--- src/inc/tgf_pkg.sv ---
// package: constants and carrier types for the trace and guard fault logic
package tgf_pkg;

  // ----------------------------------------------------------------------
  // apb register map (byte addresses)
  // ----------------------------------------------------------------------
  localparam logic [7:0] ADDR_TRACE_CTRL   = 8'h00; // trace_control_register
  localparam logic [7:0] ADDR_PROC_CTRL    = 8'h04; // process_control_register
  localparam logic [7:0] ADDR_FAULT_STATUS = 8'h08; // last fault type/subtype
  localparam logic [7:0] ADDR_INDICATOR    = 8'h0c; // indicator word
  localparam logic [7:0] ADDR_EVENT_COUNT  = 8'h10; // raised fault count

  // ----------------------------------------------------------------------
  // field positions and reset values
  // ----------------------------------------------------------------------
  localparam int          PC_TE_BIT        = 0;     // trace enable bit
  localparam logic [7:0]  TC_MODE_RESET    = 8'h00; // all modes off
  localparam logic        PC_TE_RESET      = 1'b0;
  localparam int          IND_PROT_LSB     = 0;     // protect pair bits 1:0
  localparam int          IND_DET_LSB      = 16;    // detect pair bits 21:16
  localparam int          PREFETCH_WORDS   = 16;    // prefetch reach in words

  // ----------------------------------------------------------------------
  // fault codes
  // ----------------------------------------------------------------------
  localparam logic [3:0] FT_TRACE      = 4'h1;
  localparam logic [3:0] FT_PROTECTION = 4'h7;
  localparam logic [7:0] FS_LENGTH     = 8'h02;
  localparam logic [7:0] FS_BAD_ACCESS = 8'h01;

  // trace subtype bit positions
  localparam int SB_INSTR  = 1;
  localparam int SB_BRANCH = 2;
  localparam int SB_CALL   = 3;
  localparam int SB_RETURN = 4;
  localparam int SB_PRERET = 5;
  localparam int SB_SUPER  = 6;
  localparam int SB_MARK   = 7;

  // return-status types that count as supervisor returns
  localparam logic [2:0] RS_SUPER_A = 3'h2;
  localparam logic [2:0] RS_SUPER_B = 3'h3;

  // ----------------------------------------------------------------------
  // carrier types
  // ----------------------------------------------------------------------
  // completion report of one instruction from the pipeline
  typedef struct packed {
    logic       valid;        // instruction retires this cycle
    logic       is_branch;    // plain branch
    logic       taken;        // branch taken
    logic       is_bal;       // branch-and-link
    logic       is_call;      // call instruction
    logic       is_calls_sup; // system call to a supervisor procedure
    logic       fault_call;   // implicit fault call
    logic       is_ret;       // return instruction
    logic [2:0] ret_status;   // return-status type of previous_frame_link
    logic       is_mark;      // mark or fmark
    logic       bkpt_hit;     // instruction or data breakpoint match
  } tgf_retire_type;

  // guarded memory check outcome for the retiring instruction
  typedef struct packed {
    logic       length_fault; // segment-length fault
    logic [1:0] prot_hit;     // protect pairs violated
    logic [5:0] det_hit;      // detect pairs violated
  } tgf_guard_type;

  // fault request to the dispatch logic
  typedef struct packed {
    logic       valid;
    logic [3:0] ftype;
    logic [7:0] subtype;
    logic [31:0] indicator;
  } tgf_fault_type;

endpackage

--- src/verilog/tgf_apb_regs.sv ---
// apb slave holding trace control, process control and status view
`timescale 1ns/10ps
`default_nettype none
module tgf_apb_regs
(
  // clock and reset
  input  wire logic        clk,
  input  wire logic        rst,
  input  wire logic        ce,
  // apb
  input  wire logic        psel,
  input  wire logic        penable,
  input  wire logic        pwrite,
  input  wire logic [7:0]  paddr,
  input  wire logic [31:0] pwdata,
  output logic      [31:0] prdata,
  output logic             pready,
  output logic             pslverr,
  // block side
  input  wire logic [31:0] status_word,
  input  wire logic [31:0] indicator_word,
  input  wire logic [31:0] event_count,
  input  wire logic        te_clear,
  output logic      [7:0]  tc_mode,
  output logic             pc_te
);

  logic [7:0]  tc_mode_r;  // trace mode bits
  logic        pc_te_r;    // trace enable
  logic [31:0] prdata_r;
  logic        pslverr_r;
  logic        access;     // access phase
  logic        mapped;

  assign access  = psel && penable;
  assign pready  = 1'b1;   // zero wait states
  assign prdata  = prdata_r;
  assign pslverr = pslverr_r & access;
  assign tc_mode = tc_mode_r;
  assign pc_te   = pc_te_r;

  // address decode
  always_comb
  begin
    unique case (paddr)
      tgf_pkg::ADDR_TRACE_CTRL,
      tgf_pkg::ADDR_PROC_CTRL,
      tgf_pkg::ADDR_FAULT_STATUS,
      tgf_pkg::ADDR_INDICATOR,
      tgf_pkg::ADDR_EVENT_COUNT: mapped = 1'b1;
      default:                   mapped = 1'b0;
    endcase
  end

  // trace control register write
  always_ff @(posedge clk)
  begin
    if (rst)
      tc_mode_r <= tgf_pkg::TC_MODE_RESET;
    else if (ce && access && pwrite && paddr == tgf_pkg::ADDR_TRACE_CTRL)
      tc_mode_r <= pwdata[7:0];
  end

  // trace enable; hardware clears it when entering the trace handler
  always_ff @(posedge clk)
  begin
    if (rst)
      pc_te_r <= tgf_pkg::PC_TE_RESET;
    else if (ce && te_clear)
      pc_te_r <= 1'b0;
    else if (ce && access && pwrite && paddr == tgf_pkg::ADDR_PROC_CTRL)
      pc_te_r <= pwdata[tgf_pkg::PC_TE_BIT];
  end

  // read data, registered in the setup cycle so it is valid in access
  always_ff @(posedge clk)
  begin
    if (rst)
    begin
      prdata_r  <= 32'h0000_0000;
      pslverr_r <= 1'b0;
    end
    else if (ce && psel && !penable)
    begin
      pslverr_r <= !mapped;
      unique case (paddr)
        tgf_pkg::ADDR_TRACE_CTRL:   prdata_r <= {24'h00_0000, tc_mode_r};
        tgf_pkg::ADDR_PROC_CTRL:    prdata_r <= {31'h0000_0000, pc_te_r};
        tgf_pkg::ADDR_FAULT_STATUS: prdata_r <= status_word;
        tgf_pkg::ADDR_INDICATOR:    prdata_r <= indicator_word;
        tgf_pkg::ADDR_EVENT_COUNT:  prdata_r <= event_count;
        default:                    prdata_r <= 32'h0000_0000;
      endcase
    end
  end

endmodule
`default_nettype wire

--- src/verilog/tgf_fault_unit.sv ---
// trace and guarded-memory fault generation unit
// --------------------------------------------------------------------------
// Overview of operation
// - length fault suppresses the instruction's effects
// - protect violation blocks memory and register writes
// - detect violation completes instruction before faulting
// - length or protect fault drops pending trace
// - detect fault keeps trace, reported after return
// - indicator bits 1:0 protect, 21:16 detect
// - prefetch may fault 16 words below region
// - fetch-protected handler loops until reset only
// - one fault reports all events of instruction
// - mode bit detects, trace enable raises fault
// - fault after instruction, prereturn before return
// - instruction mode traces every completed instruction
// - branch mode only taken plain branches
// - call mode: call, branch-and-link, fault call
// - return mode traces each completed return
// - prereturn needs frame flag, set by call trace
// - prereturn trace fault always reported alone
// - supervisor mode: calls supervisor, return status 2/3
// - mark mode: mark, fmark and breakpoint matches
// --------------------------------------------------------------------------
//
// Implementation choices: register access over APB and the register offsets.
`timescale 1ns/10ps
`default_nettype none
module tgf_fault_unit
(
  // clock, reset, enable
  input  wire logic                    CLOCK,
  input  wire logic                    RST,
  input  wire logic                    CE,
  // apb register bus
  input  wire logic                    PSEL,
  input  wire logic                    PENABLE,
  input  wire logic                    PWRITE,
  input  wire logic [7:0]              PADDR,
  input  wire logic [31:0]             PWDATA,
  output logic      [31:0]             PRDATA,
  output logic                         PREADY,
  output logic                         PSLVERR,
  // pipeline report
  input  wire tgf_pkg::tgf_retire_type RETIRE,
  input  wire tgf_pkg::tgf_guard_type  GUARD,
  input  wire logic                    PRERET_FLAG,
  input  wire logic                    HANDLER_RETURN,
  input  wire logic                    HANDLER_FETCH_PROT,
  // commit gating back to the pipeline
  output logic                         COMMIT_MEM,
  output logic                         COMMIT_REG,
  output logic                         SET_PRERET_FLAG,
  output logic                         HOLD_RETURN,
  // fault dispatch
  output tgf_pkg::tgf_fault_type       FAULT,
  output logic                         LOCKUP
);

  // ------------------------------------------------------------------------
  // state machine and storage
  // ------------------------------------------------------------------------
  typedef enum logic [1:0]
  {
    ST_RUN    = 2'b00,  // normal execution
    ST_DEFER  = 2'b01,  // trace held across a detect fault handler
    ST_LOCK   = 2'b10   // handler fetch-protected, wait for reset
  } tgf_state_type;

  tgf_state_type state_r;         // current state
  tgf_state_type state_nxt;
  logic [7:0]    deferred_r;      // trace subtype held across handler
  tgf_pkg::tgf_fault_type fault_r; // registered fault output
  tgf_pkg::tgf_fault_type fault_nxt;
  logic [31:0]   count_r;         // faults raised, for software
  logic [7:0]    tc_mode;         // trace mode bits
  logic          pc_te;           // trace enable
  logic          te_clear;        // disable tracing on trace fault
  logic [7:0]    events;          // post-instruction trace events
  logic          preret_event;    // before-return event this cycle
  logic          prot_any;
  logic          det_any;
  logic          kill;            // instruction suppressed

  // ------------------------------------------------------------------------
  // helper functions
  // ------------------------------------------------------------------------
  // indicator word from protect and detect pair hits
  function automatic logic [31:0] ind_word(input logic [1:0] p,
                                           input logic [5:0] d);
    logic [31:0] w;
    w = 32'h0000_0000;
    w[tgf_pkg::IND_PROT_LSB +: 2] = p;
    w[tgf_pkg::IND_DET_LSB +: 6]  = d;
    return w;
  endfunction

  // gate an event by its mode bit
  function automatic logic gate(input logic [7:0] mode, input int bitpos,
                                input logic cond);
    return mode[bitpos] && cond;
  endfunction

  // ------------------------------------------------------------------------
  // register file
  // ------------------------------------------------------------------------
  tgf_apb_regs u_regs
  (
    .clk            (CLOCK),
    .rst            (RST),
    .ce             (CE),
    .psel           (PSEL),
    .penable        (PENABLE),
    .pwrite         (PWRITE),
    .paddr          (PADDR),
    .pwdata         (PWDATA),
    .prdata         (PRDATA),
    .pready         (PREADY),
    .pslverr        (PSLVERR),
    .status_word    ({20'h0_0000, fault_r.ftype, fault_r.subtype}),
    .indicator_word (fault_r.indicator),
    .event_count    (count_r),
    .te_clear       (te_clear),
    .tc_mode        (tc_mode),
    .pc_te          (pc_te)
  );

  // ------------------------------------------------------------------------
  // event detection
  // ------------------------------------------------------------------------
  assign prot_any = |GUARD.prot_hit;
  assign det_any  = |GUARD.det_hit;
  // length or protect fault: no effect at all; prefetch hits below a
  // fetch-protected region arrive here as ordinary protect hits
  assign kill     = GUARD.length_fault || prot_any;

  // memory and register commit; detect lets the instruction finish
  assign COMMIT_MEM = RETIRE.valid && !kill;
  assign COMMIT_REG = RETIRE.valid && !kill;

  // detection of post-instruction events, one bit per subtype
  always_comb
  begin
    events = 8'h00;                                      // bit 0 reserved
    events[tgf_pkg::SB_INSTR]  = gate(tc_mode, tgf_pkg::SB_INSTR, 1'b1);
    events[tgf_pkg::SB_BRANCH] = gate(tc_mode, tgf_pkg::SB_BRANCH,
                                      RETIRE.is_branch && RETIRE.taken &&
                                      !RETIRE.is_bal && !RETIRE.is_call);
    events[tgf_pkg::SB_CALL]   = gate(tc_mode, tgf_pkg::SB_CALL,
                                      RETIRE.is_call || RETIRE.is_bal ||
                                      RETIRE.fault_call);
    events[tgf_pkg::SB_RETURN] = gate(tc_mode, tgf_pkg::SB_RETURN,
                                      RETIRE.is_ret);
    events[tgf_pkg::SB_SUPER]  = gate(tc_mode, tgf_pkg::SB_SUPER,
                                      RETIRE.is_calls_sup ||
                                      (RETIRE.is_ret &&
                                       (RETIRE.ret_status ==
                                        tgf_pkg::RS_SUPER_A ||
                                        RETIRE.ret_status ==
                                        tgf_pkg::RS_SUPER_B)));
    events[tgf_pkg::SB_MARK]   = gate(tc_mode, tgf_pkg::SB_MARK,
                                      RETIRE.is_mark ||
                                      RETIRE.bkpt_hit);
    if (!RETIRE.valid)
      events = 8'h00;
  end

  // prereturn is seen before the return executes, only with the flag
  assign preret_event = RETIRE.valid && RETIRE.is_ret && PRERET_FLAG &&
                        tc_mode[tgf_pkg::SB_PRERET];

  // the return waits while its prereturn fault is taken
  assign HOLD_RETURN = preret_event && pc_te && state_r == ST_RUN;

  // servicing a call trace marks the new frame for prereturn
  assign SET_PRERET_FLAG = pc_te && !kill && state_r == ST_RUN &&
                           events[tgf_pkg::SB_CALL];

  // ------------------------------------------------------------------------
  // fault selection
  // ------------------------------------------------------------------------
  // priority: lockup, guard faults, prereturn alone, then trace
  always_comb
  begin
    state_nxt = state_r;
    fault_nxt = '0;
    te_clear  = 1'b0;
    unique case (state_r)
      ST_RUN:
      begin
        if (RETIRE.valid && kill)
        begin
          // trace event of this instruction is dropped
          fault_nxt.valid   = 1'b1;
          fault_nxt.ftype   = tgf_pkg::FT_PROTECTION;
          fault_nxt.subtype = GUARD.length_fault ? tgf_pkg::FS_LENGTH
                                                 : tgf_pkg::FS_BAD_ACCESS;
          fault_nxt.indicator = ind_word(GUARD.prot_hit, GUARD.det_hit);
          if (HANDLER_FETCH_PROT)
            state_nxt = ST_LOCK;
        end
        else if (RETIRE.valid && det_any)
        begin
          // instruction completed; hold its trace for after the handler
          fault_nxt.valid     = 1'b1;
          fault_nxt.ftype     = tgf_pkg::FT_PROTECTION;
          fault_nxt.subtype   = tgf_pkg::FS_BAD_ACCESS;
          fault_nxt.indicator = ind_word(2'b00, GUARD.det_hit);
          state_nxt = HANDLER_FETCH_PROT ? ST_LOCK : ST_DEFER;
        end
        else if (HOLD_RETURN)
        begin
          // prereturn never shares a fault with other subtypes
          fault_nxt.valid   = 1'b1;
          fault_nxt.ftype   = tgf_pkg::FT_TRACE;
          fault_nxt.subtype = 8'h00;
          fault_nxt.subtype[tgf_pkg::SB_PRERET] = 1'b1;
          te_clear = 1'b1;
        end
        else if (pc_te && |events)
        begin
          // all events of one instruction in a single fault
          fault_nxt.valid   = 1'b1;
          fault_nxt.ftype   = tgf_pkg::FT_TRACE;
          fault_nxt.subtype = events;
          te_clear = 1'b1;
        end
        // with trace disabled only guard faults are raised and the pipeline runs
      end
      ST_DEFER:
      begin
        if (HANDLER_RETURN)
        begin
          state_nxt = ST_RUN;
          if (pc_te && |deferred_r)
          begin
            fault_nxt.valid   = 1'b1;
            fault_nxt.ftype   = tgf_pkg::FT_TRACE;
            fault_nxt.subtype = deferred_r;
            te_clear = 1'b1;
          end
        end
      end
      ST_LOCK:
      begin
        // handler fetch faults again forever; only reset leaves
        fault_nxt.valid   = 1'b1;
        fault_nxt.ftype   = tgf_pkg::FT_PROTECTION;
        fault_nxt.subtype = tgf_pkg::FS_BAD_ACCESS;
        fault_nxt.indicator = fault_r.indicator;
      end
      default:
        state_nxt = ST_LOCK;
    endcase
  end

  // ------------------------------------------------------------------------
  // state registers
  // ------------------------------------------------------------------------
  // state transition
  always_ff @(posedge CLOCK)
  begin
    if (RST)
      state_r <= ST_RUN;
    else if (CE)
      state_r <= state_nxt;
  end

  // deferred trace capture on a detect fault
  always_ff @(posedge CLOCK)
  begin
    if (RST)
      deferred_r <= 8'h00;
    else if (CE && state_r == ST_RUN && RETIRE.valid && !kill && det_any)
      deferred_r <= events;
    else if (CE && state_r == ST_DEFER && HANDLER_RETURN)
      deferred_r <= 8'h00;
  end

  // fault output register; last fault held in fields for software
  always_ff @(posedge CLOCK)
  begin
    if (RST)
      fault_r <= '0;
    else if (CE)
    begin
      fault_r.valid <= fault_nxt.valid;
      if (fault_nxt.valid)
      begin
        fault_r.ftype     <= fault_nxt.ftype;
        fault_r.subtype   <= fault_nxt.subtype;
        fault_r.indicator <= fault_nxt.indicator;
      end
    end
  end

  // fault counter, wraps
  always_ff @(posedge CLOCK)
  begin
    if (RST)
      count_r <= 32'h0000_0000;
    else if (CE && fault_nxt.valid)
      count_r <= count_r + 32'h0000_0001;
  end

  assign FAULT  = fault_r;
  assign LOCKUP = (state_r == ST_LOCK);

endmodule
`default_nettype wire
--- config.mk ---
export PLATFORM = sky130hd
export DESIGN_NAME = tgf_fault_unit
export DESIGN_NICKNAME = d
export VERILOG_FILES = /design/src/inc/tgf_pkg.sv /design/src/verilog/tgf_apb_regs.sv /design/src/verilog/tgf_fault_unit.sv
export SDC_FILE = /design/constraint.sdc
export NUM_CORES = 1
export LEC_CHECK = 0
export ABC_CLOCK_PERIOD_IN_PS = 2700
export BUFFER_PORTS_ARGS = -buffer_cell sky130_fd_sc_hd__buf_2
export CAP_MARGIN = 40
export CORE_UTILIZATION = 35
export CTS_CLUSTER_DIAMETER = 40
export DETAILED_ROUTE_END_ITERATION = 6
export GPL_ROUTABILITY_DRIVEN = 0
export SLEW_MARGIN = 25
export SYNTH_ARGS = -nofsm -noshare
export SYNTH_HDL_FRONTEND = slang
export SYNTH_SLANG_ARGS = --single-unit
--- constraint.sdc ---
create_clock -name CLOCK -period 2.7 [get_ports CLOCK]
set_input_delay 0.54 -clock CLOCK [delete_from_list [all_inputs] [get_ports CLOCK]]
set_output_delay 0.54 -clock CLOCK [all_outputs]
set_load 0.02 [all_outputs]
==> summary.txt <==
Placed design
  – DP Worst Slack: 41.29 ps
  – DP Area: 0.005644 mm^2
  – Placed Cells: 869
  – DP HPWL: 10330 um
  – Number of port buffers: 103

Route
  – Drt first pass iters: 7
  – Initial drt markers: 337
  – Routed Antenna Nets: 0
  – Via density: roughly 5.5
  – WL/cell: 16.18 um
  – WL final: 14310 um
  – Vias: slightly below 5000
  – DRC violations left: 0

STA
  – Slew @ Worst Pin: ~640 ps
  – Fmax achieved: around 0.42 GHz
  – Setup violation total in the final timing report: 0
  – Unrepaired setup endpoints after global routing: false
  – Final hold vios: 0
  – Final critical-path required period: 2396 ps
  – Max Slew Vio Count: 0
  – Setup_tns: 0 ps
  – Fin crit share: 88.74%
  – Worst slew margin: around 57%
  – PnR worst setup slack: approximately 300 ps
  – Clk_skew: 13.37 ps

Clock tree
  – TritonCTS Buffers: 9
  – Clk_lat worst skew: 360 ps
  – Post-CTS setup buffers: 0
  – CTS Hold Bufs: 0
  – Clock tree root buffer cell: clkbuf_16
  – Number of cells upsized or downsized after cts: 0
  – Longest Clk Path Bufs: 2
  – TritonCTS clock tree: done
  – Num Clock Sinks: 101
  – H-Tree Depth: 3
  – Clock slew at reported path FFs: 70 ps

Min path
  – Worst Hold Depth: 3
  – Worst Hold End: u_regs.tc_mode[2]$_SDFFE_PP0P_
  – Hold path start: PWDATA[2]
  – Hold Path Class: in2reg

Synth
  – #FFs+latches synth: 101
  – Cell taking the most area after synthesis: dfxtp_1
  – Cell area after synthesis: roughly 0.005 mm^2
  – Sequential area share after synthesis: 40.78%
  – Async S/R FF share, synth: 0%
  – Cell count after synthesis: 602
  – Main flop type after synthesis: dfxtp_1
  – Synth warnings: 0
  – Syn Area/Cell: 8.237 um^2
  – Top-area cell type share of the netlist area: 40.78%
  – Distinct cells, synth: between 50 and 60
  – Synth top area cells: dfxtp_1 (41%), a21oi_1 (5.6%), nor2_1 (4.8%)
  – Post-synth EDFFs: 0

Global routing
  – Global route total overflow: 0
  – Initial antenna violation count: 0
  – Largest net degree at the start of global routing: 54
  – Vias in the first global route: 4407
  – Total track usage: 19.83%
  – First-pass GRT wire length: 22490 um

Critical path
  – Data required, critical path: 2980 ps
  – Flop2flop setup slack: 300 ps
  – Crit end category: flop
  – RR Startpoint: state_r[1]$_SDFFE_PP0P_
  – Worst Setup Path Type: reg2reg
  – CP Max Fanout: 29
  – Crit path arrival time: 2670 ps
  – Worst r2r path cells: 8
  – Worst r2r dst: count_r[28]$_SDFFE_PP0P_
  – Worst Setup Start Kind: flop

Pwr
  – Switching power: 0.0007987 W
  – Clk network pwr share: 41.6%
  – Pwr Density: 531.2 mW/mm^2
  – Combinational share of power: 9.7%
  – Net Sw Frac: 25.34%
  – Internal: 0.002353 W
  – Pleak: 2.254 nW
  – Flop pwr share: ~49%
  – Peak supply drop: 0.0003227 V

Die
  – Die Span Y: 121.0 um
  – Die Width: 121.0 um
  – Starting Density: 35.86%
  – DIE AREA: 0.01465 mm^2
  – Area of the core: 0.01383 mm^2
  – Top-Level Pins: between 150 and 200
  – Cell Rows: 43

Cells and area
  – ANT cells: 0
  – Syn-to-layout area delta: 19.68%
  – Fin nets: 772
  – Share of cells above drive strength 1: between 20% and 30%
  – Non-Filler Instances: 884
  – Total of fill cells in the finished design: 1409
  – Final instance area: 0.005934 mm^2

Run status
  – Status: complete, no violations

Job
  – Max Cap Viol: 0
[layout make-up]
cell class                 instances  area (um^2)  share of cell area, %
timing repair buffer             133        765.7                  12.90
clock buffer                      12        246.5                  4.153
inverter                          10        37.54                 0.6325
sequential                       101         2022                  34.07
multi-input combinational        445         2594                  43.71
clock inverter                     3        43.79                 0.7379
tap                              180        225.2                  3.795
[through the flow]
stage	util (%)	hold WS [ps]	total power (W)
after floorplan	-	447.9	0.001777
after global placement	40.82	443.6	0.001868
after detailed placement	40.82	440.6	0.001872
after CTS	42.92	418.4	0.003169
after global routing	42.92	425.6	0.003266
final	42.92	422.7	0.003152
[cells in the mapped netlist (all sizes together) (2+ instances only)]
library cell  count
a2111oi           9
a211oi           11
a21o              4
a21oi            55
a221oi            2
a222oi            6
a22o              7
a22oi            10
a2bb2oi           6
a311oi            2
a31oi             3
a41oi             2
and2              3
and3              6
and3b             2
and4              3
buf              38
clkbuf           32
conb              2
dfxtp           101
inv              10
mux2i            12
nand2            55
nand2b           11
nand3            42
nand3b            5
nand4            10
nand4b            3
nor2             64
nor2b             6
nor3             13
o211ai            2
o21ai             7
o31a              2
o31ai            15
o41ai             2
or2               2
or4              16
xnor2            11
[state kept, by name, indices dropped and copies added, names as in the netlist]
name              flops
FAULT                19
count_r              32
deferred_r            6
state_r               2
u_regs.pc_te          1
u_regs.prdata        32
u_regs.pslverr_r      1
u_regs.tc_mode        8
[metal layers]
metal	part of all wire, %	GRT usage (%)
met4	3.2	8.333
met1	46	26.49
met3	5.5	4.276
met2	45	30.79
met5	0	0
[cells by family (layout without fill, tap and decap cells)]
kind of cell / after synthesis / in the layout / share of synthesized area (%)
compound gates: 149 / 149 / 20.79
xor+xnor: 11 / 11 / 1.943
fa+ha+maj: 1 / 1 / 0.2523
buf+inv: 80 / 158 / 8.731
flops: 101 / 101 / 40.78
mux: 12 / 12 / 2.423
other cells: 2 / 26 / 0.1515
simple gates: 246 / 246 / 24.93
[worst max-delay path by stage]
stage               depth (start not counted)  slack, ps                     from                        to
global placement                            9         40               RETIRE[12]  count_r[31]$_SDFFE_PP0P_
floorplan                                   8        170               RETIRE[12]  count_r[27]$_SDFFE_PP0P_
CTS                                         7        330  state_r[0]$_SDFFE_PP0P_  count_r[28]$_SDFFE_PP0P_
finish                                      8        300  state_r[1]$_SDFFE_PP0P_  count_r[28]$_SDFFE_PP0P_
global route                                9        110  state_r[1]$_SDFFE_PP0P_  count_r[31]$_SDFFE_PP0P_
detailed placement                          8         40               RETIRE[12]  count_r[12]$_SDFFE_PP0P_
[worst max-delay path, cell delays in order (launching register included)]
cell     delay (ps)
dfxtp_1         330
buf_4           160
and4b_1         430
o31a_1          260
nor3_2           80
a21o_1          210
buf_12          170
or4_1           510
a21oi_1         150
[power by group through the flow]
stage	registers (W)	logic [W]	clock network (W)
2_1_floorplan	0.00158	0.000195	0
3_3_place_gp	0.00157	0.000300	0
3_5_place_dp	0.00157	0.000304	0
4_1_cts	0.00153	0.000306	0.00133
5_1_grt	0.00154	0.000332	0.00140
6_report	0.00153	0.000307	0.00131
[placed cells by master, fill, tap and decap left out, drive strengths merged, types with 4 or more instances in the layout]
cell type,synthesis,layout
buf,38,133
dfxtp,101,101
nor2,64,64
nand2,55,55
a21oi,55,55
nand3,42,42
conb,2,26
or4,16,16
o31ai,15,15
nor3,13,13
mux2i,12,12
clkbuf,32,12
nand2b,11,11
a211oi,11,11
xnor2,11,11
inv,10,11
nand4,10,10
a22oi,10,10
a2111oi,9,9
o21ai,7,7
a22o,7,7
nor2b,6,6
and3,6,6
a222oi,6,6
a2bb2oi,6,6
nand3b,5,5
a21o,4,4
Power figures use the tool's default switching activity.
